**config.mk**
```make
export PLATFORM = sky130hd
export DESIGN_NAME = nhb_host_ctrl
export DESIGN_NICKNAME = d
export VERILOG_FILES = /design/src/verilog/nhb_pkg.sv /design/src/verilog/nhb_pin_cycle.sv /design/src/verilog/nhb_host_ctrl.sv
export SDC_FILE = /design/constraint.sdc
export NUM_CORES = 1
export LEC_CHECK = 0
export BUFFER_PORTS_ARGS = -buffer_cell sky130_fd_sc_hd__buf_4
export CAP_MARGIN = 20
export CELL_PAD_IN_SITES_DETAIL_PLACEMENT = 0
export CELL_PAD_IN_SITES_GLOBAL_PLACEMENT = 2
export CORE_MARGIN = 1
export CORE_UTILIZATION = 25
export DETAILED_ROUTE_END_ITERATION = 12
export GPL_TIMING_DRIVEN = 0
export PLACE_DENSITY_LB_ADDON = 0.25
export SLEW_MARGIN = 0
export SYNTH_ARGS = -nofsm -noshare
export SYNTH_HDL_FRONTEND = slang
export SYNTH_SLANG_ARGS = --single-unit
```
**constraint.sdc**
```tcl
create_clock -name ref_clk -period 8.4 [get_ports ref_clk]
set_input_delay 0 -clock ref_clk [delete_from_list [all_inputs] [get_ports ref_clk]]
set_output_delay 0 -clock ref_clk [all_outputs]
set_load 0.01 [all_outputs]
```
**src/verilog/nhb_pkg.sv**
```systemverilog
// Constants, opcodes and operation plans for the NAND host bus controller.
// Assumes a single 200 MHz clock and an asynchronous multiplexed NAND part.
package nhb_pkg;

   localparam int CLK_PERIOD_PS = 5000;

   // Least times round up to whole clock cycles, never below one
   function automatic int cyc_min(input int t_ns);
      int c;
      c = (t_ns * 1000 + CLK_PERIOD_PS - 1) / CLK_PERIOD_PS;
      return (c < 1) ? 1 : c;
   endfunction : cyc_min

   localparam int T_SETUP_NS = 10;
   localparam int T_WP_NS    = 12;
   localparam int T_WH_NS    = 10;
   // Read low phase covers access time plus the two-flop input sampler
   localparam int T_RP_NS    = 30;
   localparam int T_REH_NS   = 10;
   localparam int T_WB_NS    = 100;
   localparam int T_WHR_NS   = 60;

   localparam int SETUP_CYC = cyc_min(T_SETUP_NS);
   localparam int WP_CYC    = cyc_min(T_WP_NS);
   localparam int WH_CYC    = cyc_min(T_WH_NS);
   localparam int RP_CYC    = cyc_min(T_RP_NS);
   localparam int REH_CYC   = cyc_min(T_REH_NS);
   localparam int WB_CYC    = cyc_min(T_WB_NS);
   localparam int WHR_CYC   = cyc_min(T_WHR_NS);

   localparam logic [7:0] OPC_READ_1     = 8'h00;
   localparam logic [7:0] OPC_READ_2     = 8'h30;
   localparam logic [7:0] OPC_CB_READ_2  = 8'h35;
   localparam logic [7:0] OPC_READ_ID    = 8'h90;
   localparam logic [7:0] OPC_RESET      = 8'hff;
   localparam logic [7:0] OPC_PROG_1     = 8'h80;
   localparam logic [7:0] OPC_PROG_2     = 8'h10;
   localparam logic [7:0] OPC_CPROG_2    = 8'h15;
   localparam logic [7:0] OPC_CB_PROG_1  = 8'h85;
   localparam logic [7:0] OPC_ERASE_1    = 8'h60;
   localparam logic [7:0] OPC_ERASE_2    = 8'hd0;
   localparam logic [7:0] OPC_STATUS     = 8'h70;
   localparam logic [7:0] OPC_STATUS_ENH = 8'h78;
   localparam logic [7:0] OPC_STATUS_EXT = 8'hf2;
   localparam logic [7:0] OPC_RND_OUT_1  = 8'h05;
   localparam logic [7:0] OPC_RND_OUT_2  = 8'he0;
   localparam logic [7:0] OPC_CACHE_SEQ  = 8'h31;
   localparam logic [7:0] OPC_CACHE_END  = 8'h3f;
   localparam logic [7:0] OPC_PARAM      = 8'hec;

   // Address layout: column width per organisation and cycle masks
   localparam int         COL_BITS_X8  = 13;
   localparam int         COL_BITS_X16 = 12;
   localparam logic [7:0] COL_HI_X8    = 8'h1f;
   localparam logic [7:0] COL_HI_X16   = 8'h0f;
   localparam logic [7:0] ROW_TOP_MASK = 8'h03;
   localparam logic [2:0] ADDR_CYCLES  = 3'h5;
   localparam logic [2:0] COL_CYCLES   = 3'h2;
   localparam logic [2:0] ROW_CYCLES   = 3'h3;

   typedef enum logic [4:0] {
      OP_PAGE_READ, OP_CB_READ, OP_READ_ID, OP_RESET, OP_PAGE_PROG, OP_CACHE_PROG,
      OP_CB_PROG, OP_ERASE, OP_STATUS, OP_STATUS_ENH, OP_STATUS_EXT, OP_RND_IN,
      OP_RND_OUT, OP_CACHE_SEQ, OP_CACHE_RND, OP_CACHE_END, OP_PARAM
   } nhb_op_t;

   typedef struct packed {
      logic [7:0] cmd1;
      logic [2:0] addr_n;
      logic [2:0] addr_first;
      logic       din;
      logic       cmd2_en;
      logic [7:0] cmd2;
      logic       wait_rdy;
      logic       dout;
      logic       modify;
   } nhb_plan_t;

   function automatic nhb_plan_t mk(input logic [7:0] c1, input logic [2:0] an,
                                    input logic [2:0] af, input logic di, input logic c2e,
                                    input logic [7:0] c2, input logic wr, input logic d_o,
                                    input logic md);
      nhb_plan_t p;
      p = '{c1, an, af, di, c2e, c2, wr, d_o, md};
      return p;
   endfunction : mk

   // Cycle sequence of each operation
   function automatic nhb_plan_t plan_of(input nhb_op_t op);
      nhb_plan_t p;
      p = mk(OPC_STATUS, 3'h0, 3'h0, 1'b0, 1'b0, 8'h00, 1'b0, 1'b1, 1'b0);
      case (op)
         OP_PAGE_READ:  p = mk(OPC_READ_1, ADDR_CYCLES, 3'h0, 1'b0, 1'b1, OPC_READ_2,
                               1'b1, 1'b1, 1'b0); // Always opens with 00h
         OP_CB_READ:    p = mk(OPC_READ_1, ADDR_CYCLES, 3'h0, 1'b0, 1'b1, OPC_CB_READ_2,
                               1'b1, 1'b0, 1'b0);
         OP_READ_ID:    p = mk(OPC_READ_ID, 3'h1, 3'h0, 1'b0, 1'b0, 8'h00, 1'b0, 1'b1, 1'b0);
         OP_RESET:      p = mk(OPC_RESET, 3'h0, 3'h0, 1'b0, 1'b0, 8'h00, 1'b1, 1'b0, 1'b0);
         OP_PAGE_PROG:  p = mk(OPC_PROG_1, ADDR_CYCLES, 3'h0, 1'b1, 1'b1, OPC_PROG_2,
                               1'b1, 1'b0, 1'b1);
         OP_CACHE_PROG: p = mk(OPC_PROG_1, ADDR_CYCLES, 3'h0, 1'b1, 1'b1, OPC_CPROG_2,
                               1'b1, 1'b0, 1'b1);
         OP_CB_PROG:    p = mk(OPC_CB_PROG_1, ADDR_CYCLES, 3'h0, 1'b1, 1'b1, OPC_PROG_2,
                               1'b1, 1'b0, 1'b1);
         OP_ERASE:      p = mk(OPC_ERASE_1, ROW_CYCLES, COL_CYCLES, 1'b0, 1'b1, OPC_ERASE_2,
                               1'b1, 1'b0, 1'b1);
         OP_STATUS:     p = mk(OPC_STATUS, 3'h0, 3'h0, 1'b0, 1'b0, 8'h00, 1'b0, 1'b1, 1'b0);
         OP_STATUS_ENH: p = mk(OPC_STATUS_ENH, ROW_CYCLES, COL_CYCLES, 1'b0, 1'b0, 8'h00,
                               1'b0, 1'b1, 1'b0);
         OP_STATUS_EXT: p = mk(OPC_STATUS_EXT, 3'h0, 3'h0, 1'b0, 1'b0, 8'h00, 1'b0, 1'b1, 1'b0);
         OP_RND_IN:     p = mk(OPC_CB_PROG_1, COL_CYCLES, 3'h0, 1'b1, 1'b0, 8'h00,
                               1'b0, 1'b0, 1'b0);
         OP_RND_OUT:    p = mk(OPC_RND_OUT_1, COL_CYCLES, 3'h0, 1'b0, 1'b1, OPC_RND_OUT_2,
                               1'b0, 1'b1, 1'b0);
         OP_CACHE_SEQ:  p = mk(OPC_CACHE_SEQ, 3'h0, 3'h0, 1'b0, 1'b0, 8'h00, 1'b1, 1'b1, 1'b0);
         OP_CACHE_RND:  p = mk(OPC_READ_1, ADDR_CYCLES, 3'h0, 1'b0, 1'b1, OPC_CACHE_SEQ,
                               1'b1, 1'b1, 1'b0);
         OP_CACHE_END:  p = mk(OPC_CACHE_END, 3'h0, 3'h0, 1'b0, 1'b0, 8'h00, 1'b1, 1'b1, 1'b0);
         OP_PARAM:      p = mk(OPC_PARAM, 3'h1, 3'h0, 1'b0, 1'b0, 8'h00, 1'b1, 1'b1, 1'b0);
         default:       p = mk(OPC_STATUS, 3'h0, 3'h0, 1'b0, 1'b0, 8'h00, 1'b0, 1'b1, 1'b0);
      endcase
      return p;
   endfunction : plan_of

   // One address byte per index
   function automatic logic [7:0] addr_byte(input logic word_wide, input logic [2:0] idx,
                                            input logic [30:0] a);
      logic [30:0] row;
      row = word_wide ? (a >> COL_BITS_X16) : (a >> COL_BITS_X8);
      case (idx)
         3'h0:    return a[7:0];
         3'h1:    return a[15:8] & (word_wide ? COL_HI_X16 : COL_HI_X8);
         3'h2:    return row[7:0];
         3'h3:    return row[15:8];
         default: return row[23:16] & ROW_TOP_MASK;
      endcase
   endfunction : addr_byte

endpackage : nhb_pkg

```
**src/verilog/nhb_pin_cycle.sv**
```systemverilog
// One write or read strobe cycle on the NAND pins: setup, low, high phases.
// Assumes the caller holds CLE, ALE and DQ steady from start to done.
`timescale 1ns/1ps
module nhb_pin_cycle #(
   parameter int DQ_W = 8
) (
   input  wire logic            ref_clk,
   input  wire logic            reset_n,
   input  wire logic            start,
   input  wire logic            is_read,
   input  wire logic [DQ_W-1:0] bus_in,
   output logic                 we_n,
   output logic                 re_n,
   output logic                 idle,
   output logic                 done,
   output logic [DQ_W-1:0]      rd_word
);
   typedef enum logic [1:0] {PH_IDLE, PH_SETUP, PH_LOW, PH_HIGH} nhb_phase_t;

   nhb_phase_t phase;
   logic [7:0] cnt;
   logic       rd;

   wire last      = (cnt == 8'h01);
   wire [7:0] low_len  = rd ? 8'(nhb_pkg::RP_CYC) : 8'(nhb_pkg::WP_CYC);
   wire [7:0] high_len = rd ? 8'(nhb_pkg::REH_CYC) : 8'(nhb_pkg::WH_CYC);
   assign idle    = (phase == PH_IDLE);
   assign done    = (phase == PH_HIGH) && last;

   always_ff @(posedge ref_clk) begin
      if (!reset_n) begin
         phase <= PH_IDLE;
         cnt   <= 8'h00;
         rd    <= 1'b0;
      end else begin
         unique case (phase)
            PH_IDLE: if (start) begin
               phase <= PH_SETUP;
               cnt   <= 8'(nhb_pkg::SETUP_CYC);
               rd    <= is_read;
            end
            PH_SETUP: if (last) begin
               phase <= PH_LOW;
               cnt   <= low_len;
            end else cnt <= cnt - 8'h01;
            PH_LOW: if (last) begin
               phase <= PH_HIGH;
               cnt   <= high_len;
            end else cnt <= cnt - 8'h01;
            PH_HIGH: if (last) phase <= PH_IDLE;
               else cnt <= cnt - 8'h01;
         endcase
      end
   end

   // Strobes from flops so they never glitch; the device latches on the WE rise
   always_ff @(posedge ref_clk) begin
      if (!reset_n) begin
         we_n    <= 1'b1;
         re_n    <= 1'b1;
         rd_word <= '0;
      end else begin
         we_n <= !((phase == PH_SETUP && last && !rd) || (phase == PH_LOW && !last && !rd));
         re_n <= !((phase == PH_SETUP && last && rd) || (phase == PH_LOW && !last && rd));
         if (phase == PH_LOW && last && rd) rd_word <= bus_in;
      end
   end
endmodule : nhb_pin_cycle

```
**src/verilog/nhb_host_ctrl.sv**
```systemverilog
// Host-side NAND sequencer: turns one operation request into command,
// address, data and ready-wait cycles on the asynchronous NAND pins.
// Assumes one device on the bus; DQ and ready line arrive unsynchronised.
`timescale 1ns/1ps
module nhb_host_ctrl #(
   parameter int DQ_W = 8
) (
   input  wire logic             ref_clk,
   input  wire logic             reset_n,
   input  wire logic             req_valid,
   output logic                  req_ready,
   input  wire nhb_pkg::nhb_op_t req_op,
   input  wire logic [30:0]      req_addr,
   input  wire logic [15:0]      req_len,
   input  wire logic             protect,
   input  wire logic [DQ_W-1:0]  wr_data,
   input  wire logic             wr_valid,
   output logic                  wr_ready,
   output logic [DQ_W-1:0]       rd_data,
   output logic                  rd_valid,
   output logic                  op_done,
   output logic                  ce_n,
   output logic                  cle,
   output logic                  ale,
   output logic                  we_n,
   output logic                  re_n,
   output logic                  wp_n,
   input  wire logic [DQ_W-1:0]  dq_in,
   output logic [DQ_W-1:0]       dq_out,
   output logic                  dq_oe,
   input  wire logic             rb_n
);
   if (DQ_W != 8 && DQ_W != 16) begin : g_bad_width
      $error("DQ_W must be 8 or 16");
   end

   localparam logic WORD_WIDE = (DQ_W == 16);

   typedef enum logic [3:0] {
      ST_IDLE, ST_CMD1, ST_ADDR, ST_DIN, ST_CMD2, ST_WB, ST_BUSY, ST_GAP, ST_DOUT, ST_DONE
   } nhb_state_t;

   nhb_state_t        state;
   nhb_state_t        next_state;
   nhb_pkg::nhb_op_t  op;
   nhb_pkg::nhb_plan_t plan;
   logic [30:0]       addr;
   logic [15:0]       left;
   logic [2:0]        aidx;
   logic [2:0]        acnt;
   logic [7:0]        wcnt;
   logic [DQ_W-1:0]   dq_s1;
   logic [DQ_W-1:0]   dq_s2;
   logic              rb_s1;
   logic              rb_s2;
   logic              pin_idle;
   logic              pin_done;
   logic [DQ_W-1:0]   pin_word;

   assign plan = nhb_pkg::plan_of(op);

   // Pins from outside pass two flops before anything reads them
   always_ff @(posedge ref_clk) begin
      if (!reset_n) begin
         dq_s1 <= '0;
         dq_s2 <= '0;
         rb_s1 <= 1'b0;
         rb_s2 <= 1'b0;
      end else begin
         dq_s1 <= dq_in;
         dq_s2 <= dq_s1;
         rb_s1 <= rb_n;
         rb_s2 <= rb_s1;
      end
   end

   wire is_cmd    = (state == ST_CMD1) || (state == ST_CMD2);
   wire beat_st   = is_cmd || (state == ST_ADDR) || (state == ST_DOUT) ||
                    ((state == ST_DIN) && wr_valid);
   wire pin_start = beat_st && pin_idle;
   wire dev_ready = rb_s2;
   wire wait_done = (wcnt == 8'h01);

   assign req_ready = (state == ST_IDLE);
   assign wr_ready  = (state == ST_DIN) && pin_idle;

   // Where to go once the address phase (or its absence) is over
   wire nhb_state_t after_wait = plan.dout ? ST_GAP : ST_DONE;
   wire nhb_state_t after_cmd2 = plan.wait_rdy ? ST_WB : after_wait;
   wire nhb_state_t after_din  = plan.cmd2_en ? ST_CMD2 : ST_DONE;
   wire nhb_state_t after_addr = (plan.din && left != 16'h0000) ? ST_DIN :
                                 plan.din ? after_din :
                                 plan.cmd2_en ? ST_CMD2 : after_cmd2;

   // Never issue a new opcode until the ready line has come back
   always_comb begin
      next_state = state;
      unique case (state)
         ST_IDLE: if (req_valid) next_state = ST_CMD1;
         ST_CMD1: if (pin_done) next_state = (plan.addr_n != 3'h0) ? ST_ADDR : after_addr;
         ST_ADDR: if (pin_done && acnt == 3'h1) next_state = after_addr;
         ST_DIN:  if (pin_done && left == 16'h0001) next_state = after_din;
         ST_CMD2: if (pin_done) next_state = after_cmd2;
         ST_WB:   if (wait_done) next_state = ST_BUSY;
         ST_BUSY: if (dev_ready) next_state = after_wait;
         ST_GAP:  if (wait_done) next_state = (left != 16'h0000) ? ST_DOUT : ST_DONE;
         ST_DOUT: if (pin_done && left == 16'h0001) next_state = ST_DONE;
         ST_DONE: next_state = ST_IDLE;
      endcase
   end

   wire take = (state == ST_IDLE) && req_valid;
   wire [15:0] next_left = (pin_done && (state == ST_DIN || state == ST_DOUT)) ?
                           left - 16'h0001 : left;
   wire [7:0]  next_wcnt = (next_state == ST_WB && state != ST_WB) ? 8'(nhb_pkg::WB_CYC) :
                           (next_state == ST_GAP && state != ST_GAP) ? 8'(nhb_pkg::WHR_CYC) :
                           (wcnt != 8'h00) ? wcnt - 8'h01 : wcnt;

   always_ff @(posedge ref_clk) begin
      if (!reset_n) begin
         state <= ST_IDLE;
         op    <= nhb_pkg::OP_STATUS;
         addr  <= '0;
         left  <= 16'h0000;
         wcnt  <= 8'h00;
      end else begin
         state <= next_state;
         wcnt  <= next_wcnt;
         if (take) begin
            op   <= req_op;
            addr <= req_addr;
            left <= req_len;
         end else left <= next_left;
      end
   end

   always_ff @(posedge ref_clk) begin
      if (!reset_n) begin
         aidx <= 3'h0;
         acnt <= 3'h0;
      end else if (state == ST_CMD1) begin
         aidx <= plan.addr_first;
         acnt <= plan.addr_n;
      end else if (state == ST_ADDR && pin_done) begin
         aidx <= aidx + 3'h1;
         acnt <= acnt - 3'h1;
      end
   end

   // Opcodes and address bytes ride the low lane, upper lane zero
   wire [7:0]      cmd_byte = (state == ST_CMD2) ? plan.cmd2 : plan.cmd1;
   wire [7:0]      adr_byte = nhb_pkg::addr_byte(WORD_WIDE, aidx, addr);
   wire [DQ_W-1:0] drive    = (state == ST_DIN) ? wr_data :
                              DQ_W'(is_cmd ? cmd_byte : adr_byte);

   // Latch enables never both high: CLE for opcodes, ALE for address
   // Output phase keeps both low and CE low with WE idle high
   always_ff @(posedge ref_clk) begin
      if (!reset_n) begin
         ce_n     <= 1'b1;
         cle      <= 1'b0;
         ale      <= 1'b0;
         dq_oe    <= 1'b0;
         dq_out   <= '0;
         wp_n     <= 1'b0;
         rd_data  <= '0;
         rd_valid <= 1'b0;
         op_done  <= 1'b0;
      end else begin
         ce_n     <= (next_state == ST_IDLE) || (state == ST_DONE);
         cle      <= (next_state == ST_CMD1) || (next_state == ST_CMD2);
         ale      <= (next_state == ST_ADDR);
         dq_oe    <= (state == ST_CMD1 || state == ST_ADDR || state == ST_DIN ||
                      state == ST_CMD2) && !(pin_done && next_state != state);
         if (pin_start) dq_out <= drive;
         // Modify operations hold protect off until done
         wp_n     <= (state != ST_IDLE && plan.modify) ? 1'b1 : !protect;
         rd_valid <= (state == ST_DOUT) && pin_done;
         if ((state == ST_DOUT) && pin_done) rd_data <= pin_word;
         op_done  <= (state == ST_DONE);
      end
   end

   nhb_pin_cycle #(.DQ_W(DQ_W)) u_pin (
      .ref_clk (ref_clk),
      .reset_n (reset_n),
      .start   (pin_start),
      .is_read (state == ST_DOUT),
      .bus_in  (dq_s2),
      .we_n    (we_n),
      .re_n    (re_n),
      .idle    (pin_idle),
      .done    (pin_done),
      .rd_word (pin_word)
   );
endmodule : nhb_host_ctrl

```
# ---- After elaboration in Yosys (flattened, before gate mapping)
# Memory sizes are Yosys's and may differ from the RTL's. A register that Yosys moved wholly into a read port is not among the register bits.
# Index checks and enable logic that the tools add are counted.
dict set report totals {
  register_bits 132
  mem_bits_ro 736
  input_bits 74
  out_inout_bits 27
  word_cells 171
  memories 1
}
# name words word_bits rd rd_clocked_by_memory_dff wr line
set mem_list {}
lappend mem_list {{(name not given)} 32 23 1 1 0 nhb_pkg.sv:92} ;# case (op)
dict set report op_classes {
  add_sub_neg 5
  n_eq_ne 32
  mux 45
  bitwise_logic 1
  reduce_logical 59
}
# operator count
set op_table {}
lappend op_table {{$mux 4} 16}
lappend op_table {{$pmux 8 s4} 2}
lappend op_table {{$mux 8} 7}
lappend op_table {{$pmux 4 s10} 1}
lappend op_table {{$mux 16} 2}
lappend op_table {{$eq 4x3->1 const B} 7}
lappend op_table {{$mux 5} 5}
lappend op_table {{$logic_and 1x1->1} 24}
lappend op_table {{$eq 16x1->1 const B} 1}
lappend op_table {{$eq 8x1->1 const B} 2}
lappend op_table {{$reduce_bool 16->1} 1}
lappend op_table {{$sub 16x1->16 const B} 1}
lappend op_table {{$sub 8x1->8 const B} 2}
lappend op_table {{$mux 3} 5}
lappend op_table {{$eq 4x2->1 const B} 3}
lappend op_table {{$logic_or 1x1->1} 12}
lappend op_table {{$eq 4x1->1 const B} 2}
lappend op_table {{$eq 4x4->1 const B} 2}
lappend op_table {{$logic_not 4->1} 2}
lappend op_table {{$mux 2} 4}
lappend op_table {{$ne 2x1->1 const B} 4}
lappend op_table {{$ne 4x3->1 const B} 2}
lappend op_table {{$pmux 2 s4} 1}
lappend op_table {{$reduce_bool 8->1} 1}
lappend op_table {{other kinds (20)} 33}

# ---- Depth between registers and ports, before layout
# Gate-level depths: netlist (run 1).
dict set report logic_depth {
  word_depth 12
  mapped_depth 13
  depth_no_buf 10
}

# ---- Cells and area by module
# From an unflattened synthesis (run 1), not the netlist that was laid out.
dict set report hier_totals {
  cells_unflattened 895
  area_unflattened_um2 7467.2
}
# mod instances cells_per_inst area_each_um2 seq_area_each_um2
set by_module_without_submodules {}
lappend by_module_without_submodules {nhb_host_ctrl 1 778 6404.9 2662.6}
lappend by_module_without_submodules {nhb_pin_cycle 1 117 1062.3 420.4}

# ---- Least setup slack after synthesis (run 1)
# No wires, ideal clock.
dict set report synth_path {
  kind {register to register}
  startpoint {register state[2]}
  endpoint {register plan[16] (netlist name)}
  setup_ps 71
  t_arrival_ps 2754
  required_time_ps 8329
  path_slack_ps 5575
  stages_incl_launch_ff 14
  path_buffers 4
  synth_period_minus_slack_ps 2825
  cell_sequence {dfxtp_1 > buf_2 > or4_1 > clkbuf_1 > nor2_2 > mux2i_1 > nand2b_1 > clkbuf_1 > inv_1 > ha_1 > clkbuf_1 > o21ai_0 > a21boi_0 > o21bai_1}
}
dict set report synth_via {
  elab_chain_cells 4
}
# element line
set synth_lines {}
lappend synth_lines {{start, declared} nhb_host_ctrl.sv:43} ;# nhb_state_t state;
lappend synth_lines {{start signal, assigned} nhb_host_ctrl.sv:127} ;# state <= next_state;
lappend synth_lines {{$logic_not 4->1} nhb_host_ctrl.sv:112} ;# wire take = (state == ST_IDLE) && req_valid;
lappend synth_lines {{$logic_and 1x1->1} nhb_host_ctrl.sv:112}
lappend synth_lines {{$mux 5 (no line) (2 in a row)} --}
# Every way passes these cells.
# A chain may end at the register's enable or synchronous reset.

# ---- Final worst setup path (run 1)
dict set report layout_path {
  startpoint {register state[2]}
  endpoint {register plan[16] (netlist name)}
}
dict set report layout_via {
  elab_chain_cells 4
}
# element line
set layout_lines {}
lappend layout_lines {{$logic_not 4->1} nhb_host_ctrl.sv:112}
lappend layout_lines {{$logic_and 1x1->1} nhb_host_ctrl.sv:112}
lappend layout_lines {{$mux 5 (no line) (2 in a row)} --}
# Every way passes these cells.

==> flow_summary.toml, run 1 <==
[route]
met2_length_um = 11790
drt_iter0_drc = 426
num_vias = 6924
route.met3.wl_um = 877
dr.pass1.iters = 6
ant_nets = 0
via_per_inst = 4.726
drt-met1-wl_um = 11520
wl_um = 24420
routed.top_layer = "met4"
drc = 0
wl_per_cell_um = 16.67

[power_and_ir_drop]
power_switching_uw = 766.4
intPower_uw = 1489
pwr-share-seq_pct = 38.8
netSwitchingFraction_pct = 33.98
combPwrFrac_pct = 25.2
peakVddDrop_mv = 0.1295
pwr-share-clk_pct = 36.0
p_per_area_mw_per_mm2 = 230.8
leakage_uw = 0.003774

[logic_synthesis]
synth_enable_flop_cells = 0
ys.flop_type = "dfxtp_1"
synth_common_cells = "dfxtp_1, nand2_1, nor2_1, a21oi_1, clkbuf_1"
yosysUniqueCellTypes = 73
syn_inst = 887
postSynth.asyncResetShare_pct = 0
ys_seq_elements = 154
synth_largest_area_cell = "dfxtp_1"
synth.most_common_cell = "dfxtp_1"
yosysTopAreaCellShare_pct = 42.24
syn_area_per_cell_sq_um = 8.229
synthTopCellsByArea = "dfxtp_1, nand2_1, a21oi_1"
synth_nets = 987
ys_warn_count = 0
syn_area_sq_mm = 0.007300
ys_seq_area_share_pct = 42.24

[placement]
dp_hpwl_um = 17760
placed_cells = 1371
gp_congestion = 0.8528
dpl_cell_area_sq_mm = 0.008531
io_buffers = 100

[clocking]
cts_root_buffer = "clkbuf_16"
insertion_delay_ps = 430
numCtsBuffers = 17
clkSinkCount = 154
clockBufferDepth = 2
cts_tree = "built"
cts_resized = 0
path_clk_slew_ps = 80
htree_num_levels = 4

[setup_path]
crit_type = "reg2reg"
cp-end-kind = "flip-flop"
path_buf_inv = 5
critPathTopFamily = "simple AND/OR/NAND/NOR gates"
cp_max_fo = 10
required_ps = 8730
cp_slowest_cell = "nor2_2"
crit_path_max_incr_delay_ps = 640
start_kind = "flip-flop"
worst_ep_arrival_time_ps = 4190
cpMostUsedCell = "clkbuf_1"
path_cells = "buf_2 > or4_1 > clkbuf_1 > nor2_2 > mux2i_1 > nand2b_1 > clkbuf_1 > inv_1 > ha_1 > clkbuf_1 > o21ai_0 > a21boi_0 > o21bai_1"

[die]
die_area_sq_mm = 0.02989
top_level_ports = 101
core_sq_mm = 0.02870
initial_core_util_pct = 25.43
die_height_um = 172.9
rows = 62
die_w_um = 172.9

[grt]
grt_pass1_vias = 6594
grt-ovfl-total = 0
grt_start_max_net_pins = 19
grt_pass1_wl_um = 37490
grtUsageTotal_pct = 16.30
antenna_found_initial = 0

[sta]
grt_setup_unrepaired = "false"
slew_violations = 0
fin_crit_ps = 3858
clock_skew_ps = 15.17
hold_viol_final = 0
fmax_ghz = 0.2592
fin_crit_sh_pct = 45.92
worst_slew_pin_slew_ps = 1096
timing.slew.headroom_pct = 26.71
totalNegativeSetupSlack_ps = 0
timing.hold.ws_ps = 44.05
finalSetupViolations = 0

[final_layout]
antennaDiodeCount = 0
drive_gt1_share_pct = 15.08
final_cells = 1465
area_growth_pct = 33.89
nFillCells = 3134
fin_nets = 1168
fin_area_sq_mm = 0.009773

[hold_path]
min_path_type = "in2reg"

[run_status]
status = "completed"

[flow_run]
maxCapViolCount = 0
## registers in the layout, indices dropped and copies added, names as in the netlist, 2 cells and up
register	cells
acnt	3
dq_s1	8
rd_data	8
u_pin.rd_word	8
u_pin.cnt	8
dq_s2	8
op	5
plan	22
state	4
wcnt	8
addr	31
aidx	3
left	16
u_pin.phase	2
dq_out	8
## cells in the final DEF (no fill, tap or decap), types with 5 or more instances in the layout
cell           count
dfxtp_1          154
nand2_1          131
nor2_1           103
buf_4            101
a21oi_1           85
dlygate4sd3_1     62
clkbuf_1          40
inv_1             28
o21ai_0           27
ha_1              26
and2_1            25
nor3_1            24
nand3_1           21
xnor2_1           20
clkbuf_16         17
mux2i_1           13
a211oi_1          12
nor4_1            11
or3_1              9
nand2b_1           8
a222oi_1           8
a221oi_1           8
buf_2              7
nor2b_1            7
a31oi_1            7
a311oi_1           7
nand4_1            6
buf_1              5
a2111oi_0          5
or4_1              5
a21o_1             5
## cell families (layout without fill, tap and decap cells)
logic type	count (synthesis)	after routing	synth area share (%)
XOR/XNOR	23	23	2.760
buffers and inverters	82	276	4.388
flip-flops	154	154	42.24
multiplexers	15	15	2.091
AO/OA/AOI/OAI	206	206	18.48
adder cells (fa/ha/maj)	26	26	4.457
AND/OR/NAND/NOR	381	381	25.59
## what timing repair did
action                                 in CTS  in global routing
hold buffers                               62                  0
endpoints found under the hold margin      63                  0
setup buffers                               0                  0
## per-stage QoR
stage                     power, uW  setup WS, ps  utilization (%)
final                          2255          4542            34.05
after global routing           2392          4284            34.05
after CTS                      2284          4520            34.05
after detailed placement       1443          4577            29.72
after global placement         1443          4502            29.72
after floorplan                1270          5575                -
## power by group through the flow
stage | clock (uW) | combinational [uW] | sequential (uW)
CTS | 833 | 577 | 874
global placement | 0 | 553 | 890
detailed placement | 0 | 553 | 889
floorplan | 0 | 393 | 876
finish | 812 | 569 | 874
global route | 863 | 642 | 887
## worst register-to-register path: stages (launching register included)
cell,delay (ps)
dfxtp_1,300
buf_2,190
or4_1,530
clkbuf_1,210
nor2_2,640
mux2i_1,250
nand2b_1,110
clkbuf_1,370
inv_1,180
ha_1,230
clkbuf_1,210
o21ai_0,220
a21boi_0,110
o21bai_1,210
## final cells by class
class / count / area [sq um] / share of cell area [%]
buffer: 53 / 211.5 / 2.164
clock buffer: 17 / 425.4 / 4.353
clock inverter: 15 / 196.4 / 2.010
inverter: 29 / 108.9 / 1.114
multi-input combinational: 651 / 3896 / 39.87
sequential: 154 / 3083 / 31.55
tap: 384 / 480.5 / 4.916
timing repair buffer: 162 / 1371 / 14.03
## final timing paths
kind | startpoint | end | slack (ps) | depth (start not counted)
worst max register to register | state[2] | plan[16] | 4540 | 13
worst min register to register | dq_s1[2] | dq_s2[2] | 440 | 1
worst max-delay path | state[2] | plan[16] | 4540 | 13
worst min-delay path | wr_data[5] | dq_out[5] | 40 | 5
## routing by layer
layer	track usage, %	vias to the layer above
met5	0	-
met4	4.277	0
met3	2.507	18
met2	27.35	158
met1	21.71	3260
li1	-	3488
Power figures use the tool's default switching activity.
==> run 2, diff against run 1 <==
Clock period 8.4 ns to 3.55 ns, I/O delays scaled along.
==> run 2 against run 1 <==
- global-route usage barely moved
- total power rose by 140%
- critical path depth fell by 5
- routed wire length rose by 0.29%
- sequential share of layout area fell by 0.052 points
- combinational power rose by 140%
- worst setup slack got worse by 4400 ps
- cell area rose by 0.17%
- clock skew fell by 1.3 ps
- hold slack improved by 0.76 ps
- cell count barely moved
==> flow_summary.toml, run 2 (synthesis results as in run 1) <==
[grt]
busiest_layer = "met2"
grt_pass1_vias = 6596
antenna_found_initial = 0
grtUsageTotal_pct = 16.30
gr-usage-met1_pct = 21.73
grt_start_max_net_pins = 19
grt_util_met3_pct = 2.507
grtUsageMet2_pct = 27.35
grt-ovfl-total = 0
grt_pass1_wl_um = 37490

[placement]
dpl_cell_area_sq_mm = 0.008531
gp_congestion = 0.8528
placed_cells = 1371
io_buffers = 100
dp_slack_ps = -273.2
dp_hpwl_um = 17760

[route]
wl_per_cell_um = 16.71
num_vias = 6953
dr.pass1.iters = 5
wl_um = 24490
via_per_inst = 4.743
drc = 0
ant_nets = 0
drt_iter0_drc = 490

[sta]
fin_crit_ps = 3363
hold_viol_final = 0
slew_violations = 0
grt_setup_unrepaired = "false"
timing.slew.headroom_pct = 25.46
worst_slew_pin_slew_ps = 1115
fmax_ghz = 0.2973
finalSetupViolations = 0
worst_slack_ps = 186.7
clock_skew_ps = 13.89
fin_crit_sh_pct = 94.74

[power_and_ir_drop]
leakage_uw = 0.003784
peakVddDrop_mv = 0.3070
total_power_uw = 5345
p_per_area_mw_per_mm2 = 546.0

[final_layout]
fin_area_sq_mm = 0.009789
post-route-util_pct = 34.11
largest_reg_flops = 31
layout_commonest_cell = "dfxtp_1"
antennaDiodeCount = 0
fin_nets = 1169
drive_gt1_share_pct = 15.25
top_register = "addr"
area_growth_pct = 34.11
mostFrequentLayoutCells = "dfxtp_1, nand2_1, nor2_1, buf_4, a21oi_1"
final_cells = 1466

[clocking]
numCtsBuffers = 17
clockBufferDepth = 2
clkSinkCount = 154
cts_tree = "built"
path_clk_slew_ps = 80
cts_root_buffer = "clkbuf_16"
htree_num_levels = 4
insertion_delay_ps = 430

[setup_path]
rrSetupSlack_ps = 190
cp_max_fo = 10
required_ps = 3860
path_cells = "buf_2 > nor4b_2 > a32oi_1 > a2111oi_0 > nor4_2 > a31oi_1 > a21o_1 > nor3_1"
cp-startpoint = "state[3]"
crit_type = "reg2reg"
rr_worst_depth = 8
cp_slowest_cell = "nor4b_2"
rr_endpoint = "wcnt[5]"
cp-end-kind = "flip-flop"
worst_ep_arrival_time_ps = 3670
worstSetupEndpoint = "wcnt[5]"
r2r-start = "state[3]"
start_kind = "flip-flop"
crit_path_max_incr_delay_ps = 880

[die]
die_w_um = 172.9
core_sq_mm = 0.02870
die_height_um = 172.9
top_level_ports = 101
die_area_sq_mm = 0.02989
rows = 62
initial_core_util_pct = 25.43

[hold_path]
min_path_type = "in2reg"
holdCritStartpoint = "wr_data[5]"

[run_status]
status = "completed"

[flow_run]
maxCapViolCount = 0
## run 2: cell count changes in the layout (fill, tap and decap cells not counted)
cell,before,now
nor2_4,0,1
o311ai_1,0,1
clkbuf_1,40,39
buf_4,101,103
o311ai_0,1,0
nor2_2,1,0
## run 2: cell type report
class	instances	area, sq um
Sequential cell	154	3083
Clock buffer	17	425.4
Inverter	29	108.9
Clock inverter	15	196.4
Multi-Input combinational cell	651	3901
Tap cell	384	480.5
Fill cell	3134	18910
Timing Repair Buffer	164	1386
Buffer	52	207.7
## run 2: through the flow
step                      hold WS [ps]  setup TNS [ps]
after floorplan                  91.79               0
after global routing             60.57               0
after detailed placement         184.9           -1674
after global placement           177.9           -2556
after CTS                        26.90               0
final                            44.81               0
## run 2: routing by layer
layer	share of wire [%]	wire length [um]
met5	0	0
met3	3.2	793
met4	1.0	247
met2	48	11820
met1	48	11640
## run 2: what timing repair did
item / CTS / global route
hold buffers: 62 / 0
pin swaps: 1 / 0
resized for setup: 1 / 1
setup buffers: 2 / 0
endpoints found under the setup margin: 12 / 5
hold endpoints to repair: 63 / 0
## run 2: where the power goes
group | leakage (uW) | internal (uW) | switching, uW
Combinational | 0.00222 | 588 | 767
Sequential | 0.00126 | 1920 | 152
Clock | 0.000299 | 1020 | 899
## run 2: worst min-delay path by stage
| stage | cells after the start | slack (ps) | to |
|---|---|---|---|
| final | 5 | 40 | dq_out[5] |
| after global routing | 4 | 60 | dq_out[4] |
| after CTS | 5 | 30 | dq_out[5] |
| after detailed placement | 2 | 180 | wp_n |
| after global placement | 2 | 180 | wp_n |
| after floorplan | 1 | 90 | wp_n |
## run 2: critical path: cells and delay by family (launching register included)
family / cells / cell delay [ps]
flops: 1 / 340
compound gates: 4 / 1460
buf+inv: 1 / 210
simple gates: 3 / 1220
==> run 3, diff against run 2 <==
Clock period 3.55 ns to 4 ns, I/O delays scaled along.
==> run 3 against run 2 <==
- worst setup slack better by 170 ps
- critical path depth up 5
- utilization about the same
- count of clock-buffer cells in the layout unchanged
- combinational power down 12%
- routed wire length about the same
- flip-flop and latch count unchanged
- total power down 11%
- critical endpoint is now plan[16]
==> flow_summary.toml, run 3 (synthesis results as in run 1) <==
[grt]
grt_pass1_vias = 6594
grtUsageTotal_pct = 16.30
grt-ovfl-total = 0
grt_pass1_wl_um = 37490
grt_start_max_net_pins = 19
antenna_found_initial = 0

[die]
rows = 62
die_area_sq_mm = 0.02989
top_level_ports = 101
die_height_um = 172.9
initial_core_util_pct = 25.43
core_sq_mm = 0.02870
die_w_um = 172.9

[power_and_ir_drop]
p_per_area_mw_per_mm2 = 484.5
peakVddDrop_mv = 0.2719
leakage_uw = 0.003775
power_switching_uw = 1610
pwr-share-seq_pct = 38.8
intPower_uw = 3127
pwr-share-clk_pct = 36.0
netSwitchingFraction_pct = 33.99
combPwrFrac_pct = 25.3

[final_layout]
drive_gt1_share_pct = 15.08
antennaDiodeCount = 0
mostFrequentLayoutCells = "dfxtp_1, nand2_1, nor2_1"
largest_reg_flops = 31
post-route-util_pct = 34.07
area_growth_pct = 33.96
layout_commonest_cell = "dfxtp_1"
nFillCells = 3133
fin_nets = 1168
final_cells = 1465
top_register = "addr"

[setup_path]
rr_endpoint = "plan[16]"
start_kind = "flip-flop"
crit_type = "reg2reg"
r2r-start = "state[2]"
cp_max_fo = 10
rr_worst_depth = 13
worst_ep_arrival_time_ps = 3980
worstSetupEndpoint = "plan[16]"
required_ps = 4330
cp-end-kind = "flip-flop"
rrSetupSlack_ps = 350
cp-startpoint = "state[2]"

[route]
wl_per_cell_um = 16.72
wl_um = 24490
drc = 0
num_vias = 6946
via_per_inst = 4.741
ant_nets = 0
dr.pass1.iters = 7
drt_iter0_drc = 459

[flow_run]
maxCapViolCount = 0

[hold_path]
hold_path_depth = 5
min_path_type = "in2reg"
holdCritStartpoint = "wr_data[5]"

[sta]
fin_crit_sh_pct = 91.19
clock_skew_ps = 14.62
slew_violations = 0
fmax_ghz = 0.2742
hold_viol_final = 0
grt_setup_unrepaired = "false"
finalSetupViolations = 0
worst_slew_pin_slew_ps = 1119
totalNegativeSetupSlack_ps = 0
fin_crit_ps = 3648
timing.slew.headroom_pct = 25.21

[clocking]
cts_root_buffer = "clkbuf_16"
postCtsSetupBuffers = 0
path_clk_slew_ps = 80
htree_num_levels = 4
clkSinkCount = 154
insertion_delay_ps = 430
cts_tree = "built"
numCtsBuffers = 17
clockBufferDepth = 2

[placement]
placed_cells = 1371
io_buffers = 100
gp_congestion = 0.8528
dp_hpwl_um = 17760

[run_status]
status = "completed"
-- run 3: repair_timing --
item,CTS,global route
endpoints found under the hold margin,63,0
endpoints found under the setup margin,0,2
hold buffers,62,0
gates resized for setup,0,1
-- run 3: area by class of cell --
type	count	area, sq um	share of cell area, %
Multi-Input combinational cell	651	3901	39.90
Timing Repair Buffer	162	1371	14.02
Clock inverter	15	196.4	2.009
Tap cell	384	480.5	4.914
Inverter	29	108.9	1.113
Sequential cell	154	3083	31.53
Buffer	53	211.5	2.163
Clock buffer	17	425.4	4.351
-- run 3: worst min path at each step --
stage | endpoint | slack [ps]
floorplan | wp_n | 90
global placement | wp_n | 180
detailed placement | wp_n | 180
CTS | dq_out[5] | 30
global route | dq_out[4] | 60
finish | dq_out[5] | 50
-- run 3: per-stage QoR --
stage                     setup WS (ps)  power [uW]  hold slack [ps]  area, sq um
after global routing              111.4        5024            60.57         9778
after CTS                         119.6        4796            26.90         9773
after global placement            101.7        3031            177.9         8531
after detailed placement          176.8        3030            184.9         8531
after floorplan                    1175        2666            91.79         7300
final                             352.4        4737            47.41         9778
-- run 3: power by group through the flow --
| stage | logic (uW) | clock network, uW | registers (uW) |
|---|---|---|---|
| floorplan | 826 | 0 | 1840 |
| global placement | 1160 | 0 | 1870 |
| detailed placement | 1160 | 0 | 1870 |
| CTS | 1210 | 1750 | 1840 |
| global route | 1350 | 1810 | 1860 |
| finish | 1200 | 1700 | 1840 |
-- run 3: routing by layer --
layer | wire (um) | up-vias | track usage, %
li1 | - | 3485 | -
met3 | 920 | 15 | 2.507
met2 | 11790 | 156 | 27.35
met4 | 234 | 0 | 4.277
met5 | 0 | - | 0
met1 | 11550 | 3290 | 21.71
-- run 3: critical path, stage by stage (launching register included) --
cell and delay (ps):
dfxtp_1 300, buf_2 190, or4_1 530, clkbuf_1 230
nor2_4 450, mux2i_1 230, nand2b_1 110, clkbuf_1 370
inv_1 180, ha_1 230, clkbuf_1 200, o21ai_0 210
a21boi_0 110, o21bai_1 210
